`config.mk`:
```
export PLATFORM = sky130hd
export DESIGN_NAME = rdwc_top
export DESIGN_NICKNAME = d
export VERILOG_FILES = /design/src/rdwc_pkg.sv /design/src/rdwc_top.sv
export SDC_FILE = /design/constraint.sdc
export NUM_CORES = 1
export LEC_CHECK = 0
export ABC_CLOCK_PERIOD_IN_PS = 3800
export BUFFER_PORTS_ARGS = -buffer_cell sky130_fd_sc_hd__buf_2
export CORE_UTILIZATION = 35
export CTS_BUF_LIST = sky130_fd_sc_hd__clkbuf_16
export DETAILED_ROUTE_END_ITERATION = 7
export GPL_TIMING_DRIVEN = 1
export HOLD_SLACK_MARGIN = 0.06
export PLACE_DENSITY = 0.6
export SLEW_MARGIN = 20
export SYNTH_ARGS = -nofsm -noshare
export SYNTH_HDL_FRONTEND = slang
export SYNTH_SLANG_ARGS = --single-unit
```
`constraint.sdc`:
```
create_clock -name clk -period 3.8 [get_ports clk]
set_input_delay 0 -clock clk [delete_from_list [all_inputs] [get_ports clk]]
set_output_delay 0 -clock clk [all_outputs]
set_load 0.05 [all_outputs]
```
`src/rdwc_pkg.sv`:
```
// package for the rail delay and warning configuration block
// assumes an 8-bit register port with byte offsets as printed
package rdwc_pkg;
  // register offsets
  localparam logic [7:0] RDWC_OFS_DELAY0 = 8'h0d;
  localparam logic [7:0] RDWC_OFS_DELAY1 = 8'h0e;
  localparam logic [7:0] RDWC_OFS_WARN = 8'h0f;
  // strap reset values per pin state
  localparam logic [7:0] RDWC_D0_HIGH = 8'h25;
  localparam logic [7:0] RDWC_D0_FLOAT = 8'h00;
  localparam logic [7:0] RDWC_D0_LOW = 8'h15;
  localparam logic [7:0] RDWC_D1_HIGH = 8'h8e;
  localparam logic [7:0] RDWC_D1_FLOAT = 8'h08;
  localparam logic [7:0] RDWC_D1_LOW = 8'hc8;
  localparam logic [7:0] RDWC_WARN_RESET = 8'h00;
  // field positions
  localparam int RDWC_BUCK4_LSB = 2;
  localparam int RDWC_LINA_LOW_LSB = 6;
  // timing: one delay step in ns and in cycles at 100 MHz
  localparam int RDWC_CLK_PERIOD_NS = 10;
  localparam int RDWC_STEP_NS = 250000;
  localparam int RDWC_STEP_CYCLES = RDWC_STEP_NS / RDWC_CLK_PERIOD_NS;
  // threshold scale in mV
  localparam int RDWC_WARN_OFFSET_MV = 2775;
  localparam int RDWC_MON_OFFSET_MV = 2725;
  localparam int RDWC_LEVEL_STEP_MV = 25;
  // strap levels
  typedef enum logic [1:0] {RDWC_STRAP_FLOAT = 2'b00, RDWC_STRAP_HIGH = 2'b01,
    RDWC_STRAP_LOW = 2'b10} rdwc_strap_t;
  // register bus request
  typedef struct packed {
    logic wr;
    logic [7:0] addr;
    logic [7:0] wdata;
  } rdwc_req_t;
  // delay codes handed to the sequencer
  typedef struct packed {
    logic [5:0] buck_four_turnon_delay;
    logic [3:0] linreg_a_delay;
    logic [5:0] linreg_b_turnon_delay;
  } rdwc_delays_t;
endpackage

```
`src/rdwc_top.sv`:
```
// rail turn-on delay and supply warning configuration registers
// assumes a same-clock register port and an analog strap sensor on pins
`timescale 1ns/1ps
`default_nettype none
module rdwc_top
  import rdwc_pkg::*;
(
  input wire logic clk,
  input wire logic reset,
  input wire logic req_valid,
  input wire rdwc_pkg::rdwc_req_t req,
  output logic [7:0] rdata,
  output logic ack,
  input wire logic strap_sense_high,
  input wire logic strap_sense_low,
  output rdwc_pkg::rdwc_delays_t delays,
  output logic [5:0] buck_four_steps_left,
  output logic [3:0] supply_warning_level_code,
  output logic [3:0] supply_monitor_level_code,
  output logic [11:0] supply_warning_mv,
  output logic [11:0] supply_monitor_mv,
  output logic config_loaded
);
  import rdwc_pkg::*;

  logic [1:0] sync_high;
  logic [1:0] sync_low;
  rdwc_strap_t strap;
  logic loaded;
  logic [7:0] strap_delay_cfg0;
  logic [7:0] strap_delay_cfg1;
  logic [7:0] supply_warning_thresholds;
  wire logic hit0;
  wire logic hit1;
  wire logic hit2;
  wire logic [7:0] dflt0;
  wire logic [7:0] dflt1;
  wire rdwc_strap_t strap_now;
  logic applied;
  logic started;
  logic [7:0] cfg0_eff;
  logic [7:0] cfg1_eff;

  // two-stage synchronisers on the strap sense pins
  always_ff @(posedge clk)
  begin
    sync_high <= {sync_high[0], strap_sense_high};
    sync_low <= {sync_low[0], strap_sense_low};
  end

  // decode the settled strap level
  assign strap_now = sync_high[1] ? RDWC_STRAP_HIGH :
    (sync_low[1] ? RDWC_STRAP_LOW : RDWC_STRAP_FLOAT);
  assign dflt0 = (strap == RDWC_STRAP_HIGH) ? RDWC_D0_HIGH :
    ((strap == RDWC_STRAP_LOW) ? RDWC_D0_LOW : RDWC_D0_FLOAT);
  assign dflt1 = (strap == RDWC_STRAP_HIGH) ? RDWC_D1_HIGH :
    ((strap == RDWC_STRAP_LOW) ? RDWC_D1_LOW : RDWC_D1_FLOAT);

  always_ff @(posedge clk)
  begin
    if (reset)
    begin
      strap <= RDWC_STRAP_FLOAT;
      loaded <= 1'b0;
    end
    else if (!loaded)
    begin
      strap <= strap_now;
      loaded <= 1'b1;
    end
  end

  assign hit0 = req.addr == RDWC_OFS_DELAY0;
  assign hit1 = req.addr == RDWC_OFS_DELAY1;
  assign hit2 = req.addr == RDWC_OFS_WARN;
  // no request is taken while reset is held
  assign ack = req_valid && loaded && !reset;

  // register writes; delay defaults load the cycle after capture
  always_ff @(posedge clk)
  begin
    if (reset)
    begin
      strap_delay_cfg0 <= 8'h00;
      strap_delay_cfg1 <= 8'h00;
      supply_warning_thresholds <= RDWC_WARN_RESET;
    end
    else if (!applied)
    begin
      // strap defaults land in the registers themselves
      strap_delay_cfg0 <= dflt0;
      strap_delay_cfg1 <= dflt1;
    end
    else if (ack && req.wr)
    begin
      if (hit0)
        strap_delay_cfg0 <= req.wdata;
      if (hit1)
        strap_delay_cfg1 <= req.wdata;
      if (hit2)
        supply_warning_thresholds <= req.wdata;
    end
  end

  // defaults applied once, in the cycle after the strap is captured
  always_ff @(posedge clk)
  begin
    if (reset)
      applied <= 1'b0;
    else if (loaded)
      applied <= 1'b1;
  end
  assign cfg0_eff = applied ? strap_delay_cfg0 : dflt0;
  assign cfg1_eff = applied ? strap_delay_cfg1 : dflt1;
  assign config_loaded = applied;

  // read data, unmapped reads as zero
  always_ff @(posedge clk)
  begin
    if (reset)
      rdata <= 8'h00;
    else if (ack && !req.wr)
      rdata <= hit0 ? cfg0_eff : (hit1 ? cfg1_eff :
        (hit2 ? supply_warning_thresholds : 8'h00));
  end

  assign delays.buck_four_turnon_delay = cfg0_eff[7:RDWC_BUCK4_LSB];
  assign delays.linreg_a_delay = {cfg0_eff[1:0], cfg1_eff[7:RDWC_LINA_LOW_LSB]};
  assign delays.linreg_b_turnon_delay = cfg1_eff[5:0];

  // quarter ms step timebase and buck four countdown demo
  localparam logic [14:0] STEP_LAST = 15'(RDWC_STEP_CYCLES - 1);
  logic [14:0] tick_cnt;
  wire logic step_tick;
  assign step_tick = tick_cnt == STEP_LAST;
  always_ff @(posedge clk)
  begin
    if (reset || !applied)
    begin
      tick_cnt <= 15'h0000;
      buck_four_steps_left <= 6'h00;
    end
    else
    begin
      tick_cnt <= step_tick ? 15'h0000 : tick_cnt + 15'h0001;
      if (buck_four_steps_left == 6'h00 && tick_cnt == 15'h0000 && !started)
        buck_four_steps_left <= delays.buck_four_turnon_delay;
      else if (step_tick && buck_four_steps_left != 6'h00)
        buck_four_steps_left <= buck_four_steps_left - 6'h01;
    end
  end
  always_ff @(posedge clk)
  begin
    if (reset || !applied)
      started <= 1'b0;
    else
      started <= 1'b1;
  end

  assign supply_warning_level_code = supply_warning_thresholds[7:4];
  assign supply_warning_mv = 12'(RDWC_WARN_OFFSET_MV) +
    12'(supply_warning_level_code) * 12'(RDWC_LEVEL_STEP_MV);
  assign supply_monitor_level_code = supply_warning_thresholds[3:0];
  assign supply_monitor_mv = 12'(RDWC_MON_OFFSET_MV) +
    12'(supply_monitor_level_code) * 12'(RDWC_LEVEL_STEP_MV);

  property p_strap_hold;
    @(posedge clk) disable iff (reset) loaded && $past(loaded) |-> $stable(strap);
  endproperty
  a_strap_hold: assert property (p_strap_hold) else $error("strap changed");
  property p_d0_high;
    @(posedge clk) disable iff (reset)
      loaded && !applied && strap == RDWC_STRAP_HIGH |-> cfg0_eff == RDWC_D0_HIGH;
  endproperty
  a_d0_high: assert property (p_d0_high) else $error("delay0 default wrong");
  property p_d1_low;
    @(posedge clk) disable iff (reset)
      loaded && !applied && strap == RDWC_STRAP_LOW |-> cfg1_eff == RDWC_D1_LOW;
  endproperty
  a_d1_low: assert property (p_d1_low) else $error("delay1 default wrong");
  property p_buck4;
    @(posedge clk) disable iff (reset)
      applied && ack && req.wr && hit0 |=> delays.buck_four_turnon_delay == $past(req.wdata[7:2]);
  endproperty
  a_buck4: assert property (p_buck4) else $error("buck four field wrong");
  property p_lina;
    @(posedge clk) disable iff (reset)
      applied && ack && req.wr && hit0 |=> delays.linreg_a_delay[3:2] == $past(req.wdata[1:0]);
  endproperty
  a_lina: assert property (p_lina) else $error("linreg a code wrong");
  property p_linb;
    @(posedge clk) disable iff (reset)
      applied && ack && req.wr && hit1 |=> delays.linreg_b_turnon_delay == $past(req.wdata[5:0]);
  endproperty
  a_linb: assert property (p_linb) else $error("linreg b field wrong");
  property p_warn;
    @(posedge clk) disable iff (reset)
      supply_warning_mv >= 12'd2775 && supply_warning_mv <= 12'd3150;
  endproperty
  a_warn: assert property (p_warn) else $error("warning level out of range");
  property p_mon;
    @(posedge clk) disable iff (reset)
      supply_monitor_mv == 12'd2725 + 12'd25 * 12'(supply_monitor_level_code);
  endproperty
  a_mon: assert property (p_mon) else $error("monitor level wrong");
endmodule
`default_nettype wire

```
==> impl_metrics.csv, run 1 <==
group,metric,value,unit
status,status,"finished, final reports clean",
logic_synthesis,yosys.cell_types.count,50,
final_layout,nets,551,
logic_synthesis,async_flop_share,0,%
logic_synthesis,seq_area_frac_synth,34.27,%
clock_tree,clk_latency,0.32,ns
floorplanning,die-area,0.01076,sq mm
detailed_routing,wl_per_cell,14.18,microns
critical_path,cp-start-kind,"register",
final_layout,mostFrequentLayoutCells,"buf_2, dfxtp_1, nor2_1",
placement,dpl.cell_count,606,
critical_path,worstPathRequired,3.80,ns
clock_tree,post_cts_resized,0,
placement,gp_congestion,0.8119,
timing,maxSlewHeadroom,51.95,%
power_and_ir_drop,peakVddDrop,0.2614,mV
detailed_routing,drt_first_pass_iters,4,
timing,finalSetupViolations,0,
detailed_routing,viasPerCell,5.095,
clock_tree,clock_sinks,62,
timing,fin_crit_sh,75.05,%
power_and_ir_drop,p_total,1.709,mW
timing,final.setup.worst_slack,0.9482,ns
run,cap_violations,0,
final_layout,final_cell_count_no_fill,633,
timing,worstMarginPinSlew,0.7193,ns
timing,rsz0062_at_grt,"false",
floorplanning,core_area,0.009910,sq mm
final_layout,syn2layout_area_growth,25.98,%
grt,grt_max_degree,44,
placement,place_area,0.004146,sq mm
logic_synthesis,synth_cells,404,
grt,grtUsageMet1,23.09,%
clock_tree,cts_buffers,9,
hold_path,min_path_type,"in -> reg",
grt,grt_pass1_vias,2990,
clock_tree,cts_tree,"yes",
final_layout,final_common_cell,"buf_2",
final_layout,fin_util,46.05,%
critical_path,critPathMaxFanout,9,
detailed_routing,drc,0,
timing,drv_slew,0,
clock_tree,htree_levels,3,
critical_path,arrival,2.85,ns
grt,track_usage,16.75,%
floorplanning,die_h,103.7,microns
clock_tree,clk_pin_slew,0.05,ns
critical_path,path_cells,"fa_1, fa_1, ha_1, nand2_1, nor2_1, o21ai_0, a21oi_1, xor2_1, buf_2",
final_layout,finalInstanceArea,0.004563,sq mm
final_layout,final_layout_size_suffix_gt1_share,22.20,%
grt,busiest_layer,"met2",
logic_synthesis,yosysWarnings,0,
floorplanning,die_x,103.7,microns
logic_synthesis,synth_edf_count,0,
critical_path,cp_common_cell,"fa_1",
timing,setup_tns,0,ns
timing,max_freq,350.7,MHz
placement,numPortBuffers,83,
clock_tree,cts_root_buf,"clkbuf_16",
grt,grt_pass1_wl,14.61,mm
logic_synthesis,avgSynthCellArea,8.966,sq um
grt,grt_antenna_before_repair,0,
placement,dpl.hpwl,6.800,mm
logic_synthesis,netlist_area,0.003622,sq mm
floorplanning,pin_count,86,
logic_synthesis,synth_top_flop_cell,"dfxtp_1",
timing,whs,0.09891,ns
placement,pre_cts_slack,1.269,ns
final_layout,diodes,0,
critical_path,slowest_delay,0.44,ns
detailed_routing,routed_wl,8.977,mm
clock_tree,cts_buffer_depth,2,
floorplanning,start_util,36.55,%
power_and_ir_drop,powerDensity,374.5,mW/mm^2
critical_path,crit_type,"reg -> out",
logic_synthesis,yosys_register_bits,62,
detailed_routing,final_antenna_net_count,0,
timing,fin_skew,0.004994,ns
clock_tree,postCtsSetupRepairBufs,0,
grt,grt_use_met3,3.461,%
grt,overflow,0,
grt,grtUsageMet2,26.56,%
detailed_routing,drtIter0Drc,155,
critical_path,slowest_stage,"fa_1",
clock_tree,cts_hold_buf,11,
power_and_ir_drop,p_leak,2.232,nW
detailed_routing,num_vias,3225,
timing,period_needed,2.852,ns
timing,finalHoldViolations,0,
floorplanning,num_rows,36,
critical_path,cp-end-kind,"output pin",
==> Yosys cell counts, types with 4 or more instances <==
master	instances	area share, %
dfxtp_1	62	34
nor2_1	53	5.5
ha_1	30	10
inv_1	26	2.7
nand2_1	26	2.7
mux2i_1	24	6.6
a22o_1	18	4.4
a21oi_1	17	2.3
xor2_1	16	3.9
xnor2_1	13	3.1
clkbuf_1	10	1.0
a22oi_1	9	1.9
nand3_1	9	1.2
and2_1	7	1.2
and3_1	7	1.2
o21ai_0	7	0.97
nor3_1	6	0.83
a31oi_1	4	0.69
and4_1	4	0.97
fa_1	4	2.2
nor2b_1	4	0.69
==> state kept, by name (all words and copies together), names as in the netlist <==
name / cells
config_loaded: 1
loaded: 1
strap_delay_cfg1: 8
tick_cnt: 15
buck_four_steps_left: 6
supply_warning_thresholds: 8
started: 1
strap_delay_cfg0: 8
sync_low: 2
sync_high: 2
strap: 2
rdata: 8
==> worst max-delay path: cells and delay by family, from the launching register on <==
family                   cells  cell delay, ns
adder cells (fa/ha/maj)      3            1.17
buffers and inverters        1            0.28
AND/OR/NAND/NOR              2            0.19
AO/OA/AOI/OAI                2            0.31
XOR/XNOR                     1            0.17
flip-flops                   1            0.42
==> per-layer routing <==
| layer | wire length (microns) | vias to the layer above | share of wire [%] |
|---|---|---|---|
| met4 | 93 | 0 | 1.0 |
| met2 | 4223 | 76 | 47 |
| li1 | - | 1593 | - |
| met5 | 0 | - | 0 |
| met1 | 4319 | 1545 | 48 |
| met3 | 341 | 11 | 3.8 |
==> worst paths after layout <==
check | start | end | slack (ns) | cells past startpoint
worst max-delay path | supply_warning_thresholds[6] | supply_warning_mv[8] | 0.95 | 9
worst min register to register | sync_high[0] | sync_high[1] | 0.33 | 0
worst max register to register | tick_cnt[0] | buck_four_steps_left[1] | 1.70 | 6
worst min-delay path | reset | supply_warning_thresholds[1] | 0.1 | 2
==> power by group <==
part	internal (mW)	switching [mW]	total, mW	leakage [nW]
Sequential	0.666	0.0112	0.677	0.504
Combinational	0.0607	0.127	0.188	1.57
Clock	0.564	0.280	0.844	0.159
==> cell families (layout without fill, tap and decap cells) <==
group	Yosys count	count (layout)	share of synthesized area, %
and+or+nand+nor	140	140	20.38
AOI/OAI and AO/OA	70	70	13.82
DFF	62	62	34.27
buffers and inverters	42	137	4.594
adders and majority gates	34	34	12.57
xor gates and xnor gates	29	29	7.012
muxes	26	26	7.254
other	1	2	0.1035
==> cell type report <==
cell class / instances / area, sq um
fillers: 1006 / 5346
multi-input cells: 301 / 2218
flip-flops and latches: 62 / 1241
repair buffers: 95 / 533.0
clock buffers: 9 / 225.2
well taps: 133 / 166.4
inverters: 26 / 97.59
clock inverters: 7 / 81.33
Power figures use the tool's default switching activity.
==> run 2, diff against run 1 <==
--- a/config.mk
+++ b/config.mk
@@ -5,7 +5,8 @@
 export SDC_FILE = /design/constraint.sdc
 export NUM_CORES = 1
 export LEC_CHECK = 0
-export ABC_CLOCK_PERIOD_IN_PS = 3800
+export ABC_AREA = 1
+export ABC_CLOCK_PERIOD_IN_PS = 2700
 export BUFFER_PORTS_ARGS = -buffer_cell sky130_fd_sc_hd__buf_2
 export CORE_UTILIZATION = 35
 export CTS_BUF_LIST = sky130_fd_sc_hd__clkbuf_16
==> constraint.sdc (replaced) <==
create_clock -name clk -period 2.7 [get_ports clk]
set_input_delay 0 -clock clk [delete_from_list [all_inputs] [get_ports clk]]
set_output_delay 0 -clock clk [all_outputs]
set_load 0.05 [all_outputs]
==> impl_metrics.csv, run 2 <==
group,metric,value,unit
grt,grt_use_met3,4.782,%
power_and_ir_drop,peakVddDrop,0.2912,mV
detailed_routing,drtIter0Drc,190,
timing,finalSetupViolations,0,
timing,max_freq,382.4,MHz
final_layout,register_area,0.001255,sq mm
clock_tree,clk_latency,0.32,ns
grt,grt_max_degree,32,
logic_synthesis,synth_area_leaders,"dfxtp_1, ha_1, nand2_1",
logic_synthesis,netlist_area,0.003820,sq mm
floorplanning,die_x,106.5,microns
grt,track_usage,17.82,%
final_layout,syn2layout_area_growth,27.12,%
power_and_ir_drop,seqPwrFrac,42.1,%
logic_synthesis,avgSynthCellArea,7.153,sq um
floorplanning,die-area,0.01134,sq mm
power_and_ir_drop,powerDensity,471.2,mW/mm^2
power_and_ir_drop,internal-power,1.642,mW
critical_path,slowest_stage,"fa_2",
floorplanning,start_util,36.51,%
power_and_ir_drop,p_total,2.288,mW
clock_tree,cts_root_buf,"clkbuf_16",
grt,grtUsageMet2,28.29,%
critical_path,arrival,2.62,ns
timing,finalHoldViolations,0,
final_layout,diodes,0,
placement,dpl.hpwl,7.498,mm
power_and_ir_drop,swShare,28.22,%
grt,overflow,0,
timing,final.setup.worst_slack,0.08464,ns
logic_synthesis,seq_area_frac_synth,32.49,%
power_and_ir_drop,power_switching,645.8,uW
logic_synthesis,ys_top_cells_by_count,"nand2_1, inv_1, nor2_1",
critical_path,slowest_delay,0.38,ns
final_layout,multi_input_area,0.002305,sq mm
logic_synthesis,yosys_register_bits,62,
clock_tree,clock_sinks,62,
logic_synthesis,yosys.cell_types.count,38,
clock_tree,cts_tree,"yes",
floorplanning,pin_count,86,
final_layout,top_register,"tick_cnt",
detailed_routing,drt_first_pass_iters,4,
logic_synthesis,yosysTopAreaCellShare,32.49,%
power_and_ir_drop,p_clk_share,42.0,%
logic_synthesis,yosysWarnings,0,
power_and_ir_drop,p_leak,2.425,nW
critical_path,path_cells,"fa_2, fa_1, ha_1, nand2_1, inv_2, nand3_1, nand2_2, nand3_1, nand2_2, xor2_2, buf_6",
detailed_routing,num_vias,3664,
final_layout,final_layout_size_suffix_gt1_share,24.21,%
detailed_routing,routed_wl,9.735,mm
clock_tree,cts_buffers,9,
floorplanning,die_h,106.5,microns
logic_synthesis,synth_cells,534,
critical_path,cp-start-kind,"register",
detailed_routing,viasPerCell,4.771,
timing,period_needed,2.615,ns
clock_tree,clk_pin_slew,0.05,ns
logic_synthesis,synth_top_flop_cell,"dfxtp_1",
floorplanning,num_rows,37,
timing,whs,0.1006,ns
timing,fin_skew,0.005098,ns
logic_synthesis,yosysTopAreaCell,"dfxtp_1",
timing,setup_tns,0,ns
detailed_routing,drc,0,
placement,numPortBuffers,83,
floorplanning,core_area,0.01046,sq mm
grt,grt_pass1_vias,3249,
logic_synthesis,synth_most_common_cell,"nand2_1",
final_layout,nFillCells,1075,
critical_path,worst-path-buf-inv,2,
final_layout,final_common_cell,"nand2_1",
logic_synthesis,synth_edf_count,0,
clock_tree,cts_buffer_depth,2,
critical_path,crit_family,"adder cells",
clock_tree,htree_levels,3,
critical_path,cp-end-kind,"output pin",
status,status,"finished, final reports clean",
final_layout,largest_register_ffs,15,
detailed_routing,final_antenna_net_count,0,
final_layout,nets,685,
grt,grt_pass1_wl,15.64,mm
placement,gp_congestion,0.8200,
logic_synthesis,async_flop_share,0,%
grt,busiest_layer,"met2",
grt,grt_antenna_before_repair,0,
final_layout,mostFrequentLayoutCells,"nand2_1, buf_2, inv_1",
critical_path,critPathMaxFanout,6,
power_and_ir_drop,comb_power_share,15.9,%
timing,drv_slew,0,
hold_path,min_path_type,"in -> reg",
critical_path,crit_type,"reg -> out",
critical_path,worstPathRequired,2.70,ns
timing,fin_crit_sh,96.87,%
run,cap_violations,0,
grt,grtUsageMet1,23.28,%
placement,pre_cts_slack,0.2413,ns
detailed_routing,wl_per_cell,12.68,microns
==> run 2: cell count changes after synthesis, moves of 9 or more <==
cell and change:
mux2i_1 -24, xnor2_1 -9, nor2_1 +11, inv_1 +49, a22oi_1 -9, nand3_1 +19
o21ai_0 +31, a21oi_1 +20, a22o_1 -18, nand2_1 +69
==> run 2: cell type report <==
class,count,share of cell area [%]
sequential,62,25.84
timing repair buffer,96,11.83
tap,136,3.504
multi-input combinational,380,47.46
clock buffer,9,4.638
clock inverter,5,0.4380
inverter,80,6.287
==> run 2: path summary, 6_finish.rpt <==
| kind | slack [ns] | from | to | cells past startpoint |
|---|---|---|---|---|
| worst max-delay path | 0.08 | supply_warning_thresholds[4] | supply_warning_mv[9] | 11 |
| worst min-delay path | 0.10 | req[9] | rdata[1] | 5 |
| worst max register to register | 0.99 | config_loaded | rdata[7] | 8 |
| worst min register to register | 0.33 | sync_high[0] | sync_high[1] | 0 |
==> run 2: power groups by stage <==
stage | combinational [mW] | sequential, mW | clock [mW]
after floorplan | 0.228 | 1.02 | 0
after global placement | 0.351 | 0.982 | 0
after detailed placement | 0.352 | 0.983 | 0
after CTS | 0.365 | 0.964 | 0.989
after global routing | 0.403 | 0.966 | 1.03
final | 0.364 | 0.962 | 0.962
==> run 2: routing by layer <==
metal	part of all wire [%]	routed length, microns	up-vias
li1	-	-	1888
met1	45	4428	1669
met2	47	4581	93
met3	5.4	526	14
met4	2.0	198	0
met5	0	0	-
==> run 2: worst min-delay path, stage by stage <==
cell and delay (ns):
buf_2 0.11, inv_1 0.06, nor3_1 0.07, nand3_1 0.07
a31oi_1 0.07
==> run 2: logic make-up after synthesis <==
| family | share of synthesized area, % |
|---|---|
| and+or+nand+nor | 28.40 |
| AOI/OAI and AO/OA | 12.32 |
| DFF | 32.49 |
| buffers and inverters | 9.957 |
| other | 0.09817 |
| adders and majority gates | 11.92 |
| xor gates and xnor gates | 4.815 |
==> run 2: metrics by stage <==
| step | cell area, sq um | utilization [%] | instances |
|---|---|---|---|
| floorplan | 3895 | - | 535 |
| global placement | 4413 | 42.18 | 742 |
| detailed placement | 4413 | 42.18 | 742 |
| CTS | 4798 | 45.86 | 767 |
| global route | 4856 | 46.41 | 768 |
| finish | 4856 | 46.41 | 768 |
==> run 2: repair_timing <==
action	4_1_cts	5_1_grt
resized for setup	10	17
endpoints found under the setup margin	6	8
gates cloned	0	0
buffers inserted	0	1
hold buffers	11	0
endpoints found under the hold margin	26	0
pin swaps	0	4
==> run 3, diff against run 2 <==
--- a/config.mk
+++ b/config.mk
@@ -13,6 +13,7 @@
 export DETAILED_ROUTE_END_ITERATION = 7
 export GPL_TIMING_DRIVEN = 1
 export HOLD_SLACK_MARGIN = 0.06
+export MAX_ROUTING_LAYER = met4
 export PLACE_DENSITY = 0.6
 export SLEW_MARGIN = 20
 export SYNTH_ARGS = -nofsm -noshare
==> impl_metrics.csv, run 3 (same netlist as run 2, synthesis figures left out) <==
group,metric,value,unit
grt,track_usage,18.31,%
critical_path,cp-end-kind,"output pin",
final_layout,diodes,0,
detailed_routing,met3_length,468,microns
final_layout,final_layout_size_suffix_gt1_share,24.76,%
floorplanning,pin_count,86,
detailed_routing,routed-wl-met2,4.627,mm
placement,numPortBuffers,83,
clock_tree,cts_buffer_depth,2,
final_layout,nets,687,
timing,finalSetupViolations,0,
critical_path,cp-start-kind,"register",
grt,grt_pass1_wl,15.64,mm
detailed_routing,routed_wl,9.813,mm
detailed_routing,drtIter0Drc,193,
timing,setup_tns,0,ns
power_and_ir_drop,peakVddDrop,0.2892,mV
clock_tree,clock_sinks,62,
final_layout,fin_util,46.52,%
timing,whs,0.09713,ns
placement,gp_congestion,0.8323,
placement,dpl.hpwl,7.498,mm
detailed_routing,wl_met1,4.492,mm
detailed_routing,drc,0,
power_and_ir_drop,powerDensity,470.7,mW/mm^2
detailed_routing,wl_per_cell,12.74,microns
run,cap_violations,0,
floorplanning,die-area,0.01134,sq mm
final_layout,syn2layout_area_growth,27.42,%
floorplanning,die_x,106.5,microns
grt,overflow,0,
critical_path,crit_type,"reg -> out",
power_and_ir_drop,p_leak,2.432,nW
final_layout,finalInstanceArea,0.004867,sq mm
status,status,"finished, final reports clean",
detailed_routing,num_vias,3657,
critical_path,arrival,2.61,ns
final_layout,final_cell_count_no_fill,770,
grt,grt_max_degree,32,
timing,max_freq,382.5,MHz
timing,fin_skew,0.005148,ns
final_layout,largest_register_ffs,15,
final_layout,mostFrequentLayoutCells,"nand2_1, buf_2, inv_1",
placement,dpl.cell_count,742,
clock_tree,cts_buffers,9,
detailed_routing,drt_first_pass_iters,4,
clock_tree,cts_tree,"yes",
floorplanning,start_util,36.51,%
detailed_routing,final_antenna_net_count,0,
placement,place_area,0.004413,sq mm
timing,drv_slew,0,
clock_tree,clk_pin_slew,0.05,ns
hold_path,min_path_type,"in -> reg",
critical_path,critPathMaxFanout,4,
detailed_routing,viasPerCell,4.749,
clock_tree,clk_latency,0.32,ns
floorplanning,num_rows,37,
critical_path,path_cells,"fa_2, fa_1, ha_1, nand2_1, inv_2, nand3_1, nand2_2, nand3_1, nand2_2, xor2_2, buf_6",
grt,grt_pass1_vias,3259,
detailed_routing,top_layer_used,"met4",
critical_path,worstPathRequired,2.70,ns
timing,period_needed,2.614,ns
clock_tree,htree_levels,3,
timing,fin_crit_sh,96.83,%
final_layout,final_common_cell,"nand2_1",
grt,grt_antenna_before_repair,0,
floorplanning,core_area,0.01046,sq mm
floorplanning,die_h,106.5,microns
critical_path,slowest_stage,"fa_2",
final_layout,top_register,"tick_cnt",
timing,finalHoldViolations,0,
clock_tree,cts_root_buf,"clkbuf_16",
critical_path,slowest_delay,0.38,ns
==> run 3: layout make-up <==
cell class	instances	area, sq um
well taps	136	170.2
flip-flops and latches	62	1255
inverters	80	305.3
repair buffers	98	585.6
clock buffers	9	225.2
multi-input cells	380	2305
fillers	1077	5595
clock inverters	5	21.27
==> run 3: power breakdown <==
part / internal [mW] / leakage (nW) / switching, mW
registers: 0.943 / 0.508 / 0.0200
logic: 0.105 / 1.79 / 0.260
clock network: 0.594 / 0.131 / 0.368
==> run 3: metal layers <==
metal  track usage [%]  up-vias
li1                  -     1891
met1             23.20     1668
met2             28.34       79
met3             4.966       19
met4             5.773        0
met5                 -        -
==> run 3: stage by stage <==
step | setup WS (ns) | power, mW
floorplan | -0.03105 | 1.249
global placement | 0.2914 | 1.333
detailed placement | 0.2413 | 1.336
CTS | 0.002338 | 2.319
global route | -0.01285 | 2.400
finish | 0.08561 | 2.291
==> run 3: path summary, 6_finish.rpt <==
| kind | startpoint | slack, ns | cells past startpoint | end |
|---|---|---|---|---|
| max reg2reg | config_loaded | 0.96 | 8 | rdata[7] |
| min | req[9] | 0.1 | 5 | rdata[1] |
| min reg2reg | sync_high[0] | 0.33 | 0 | sync_high[1] |
| max | supply_warning_thresholds[4] | 0.09 | 11 | supply_warning_mv[9] |
==> run 3: timing repair <==
action	CTS	global route
buffers inserted	0	3
hold buffers	11	0
setup endpoints to repair	6	8
resized for setup	10	17
pin swaps	0	4
hold endpoints to repair	26	0
==> run 3: worst max-delay path, delay by kind of cell, from the launching register on <==
| family | cells | cell delay, ns |
|---|---|---|
| flops | 1 | 0.35 |
| buf+inv | 2 | 0.26 |
| fa+ha+maj | 3 | 1.05 |
| simple gates | 5 | 0.47 |
| xor+xnor | 1 | 0.15 |
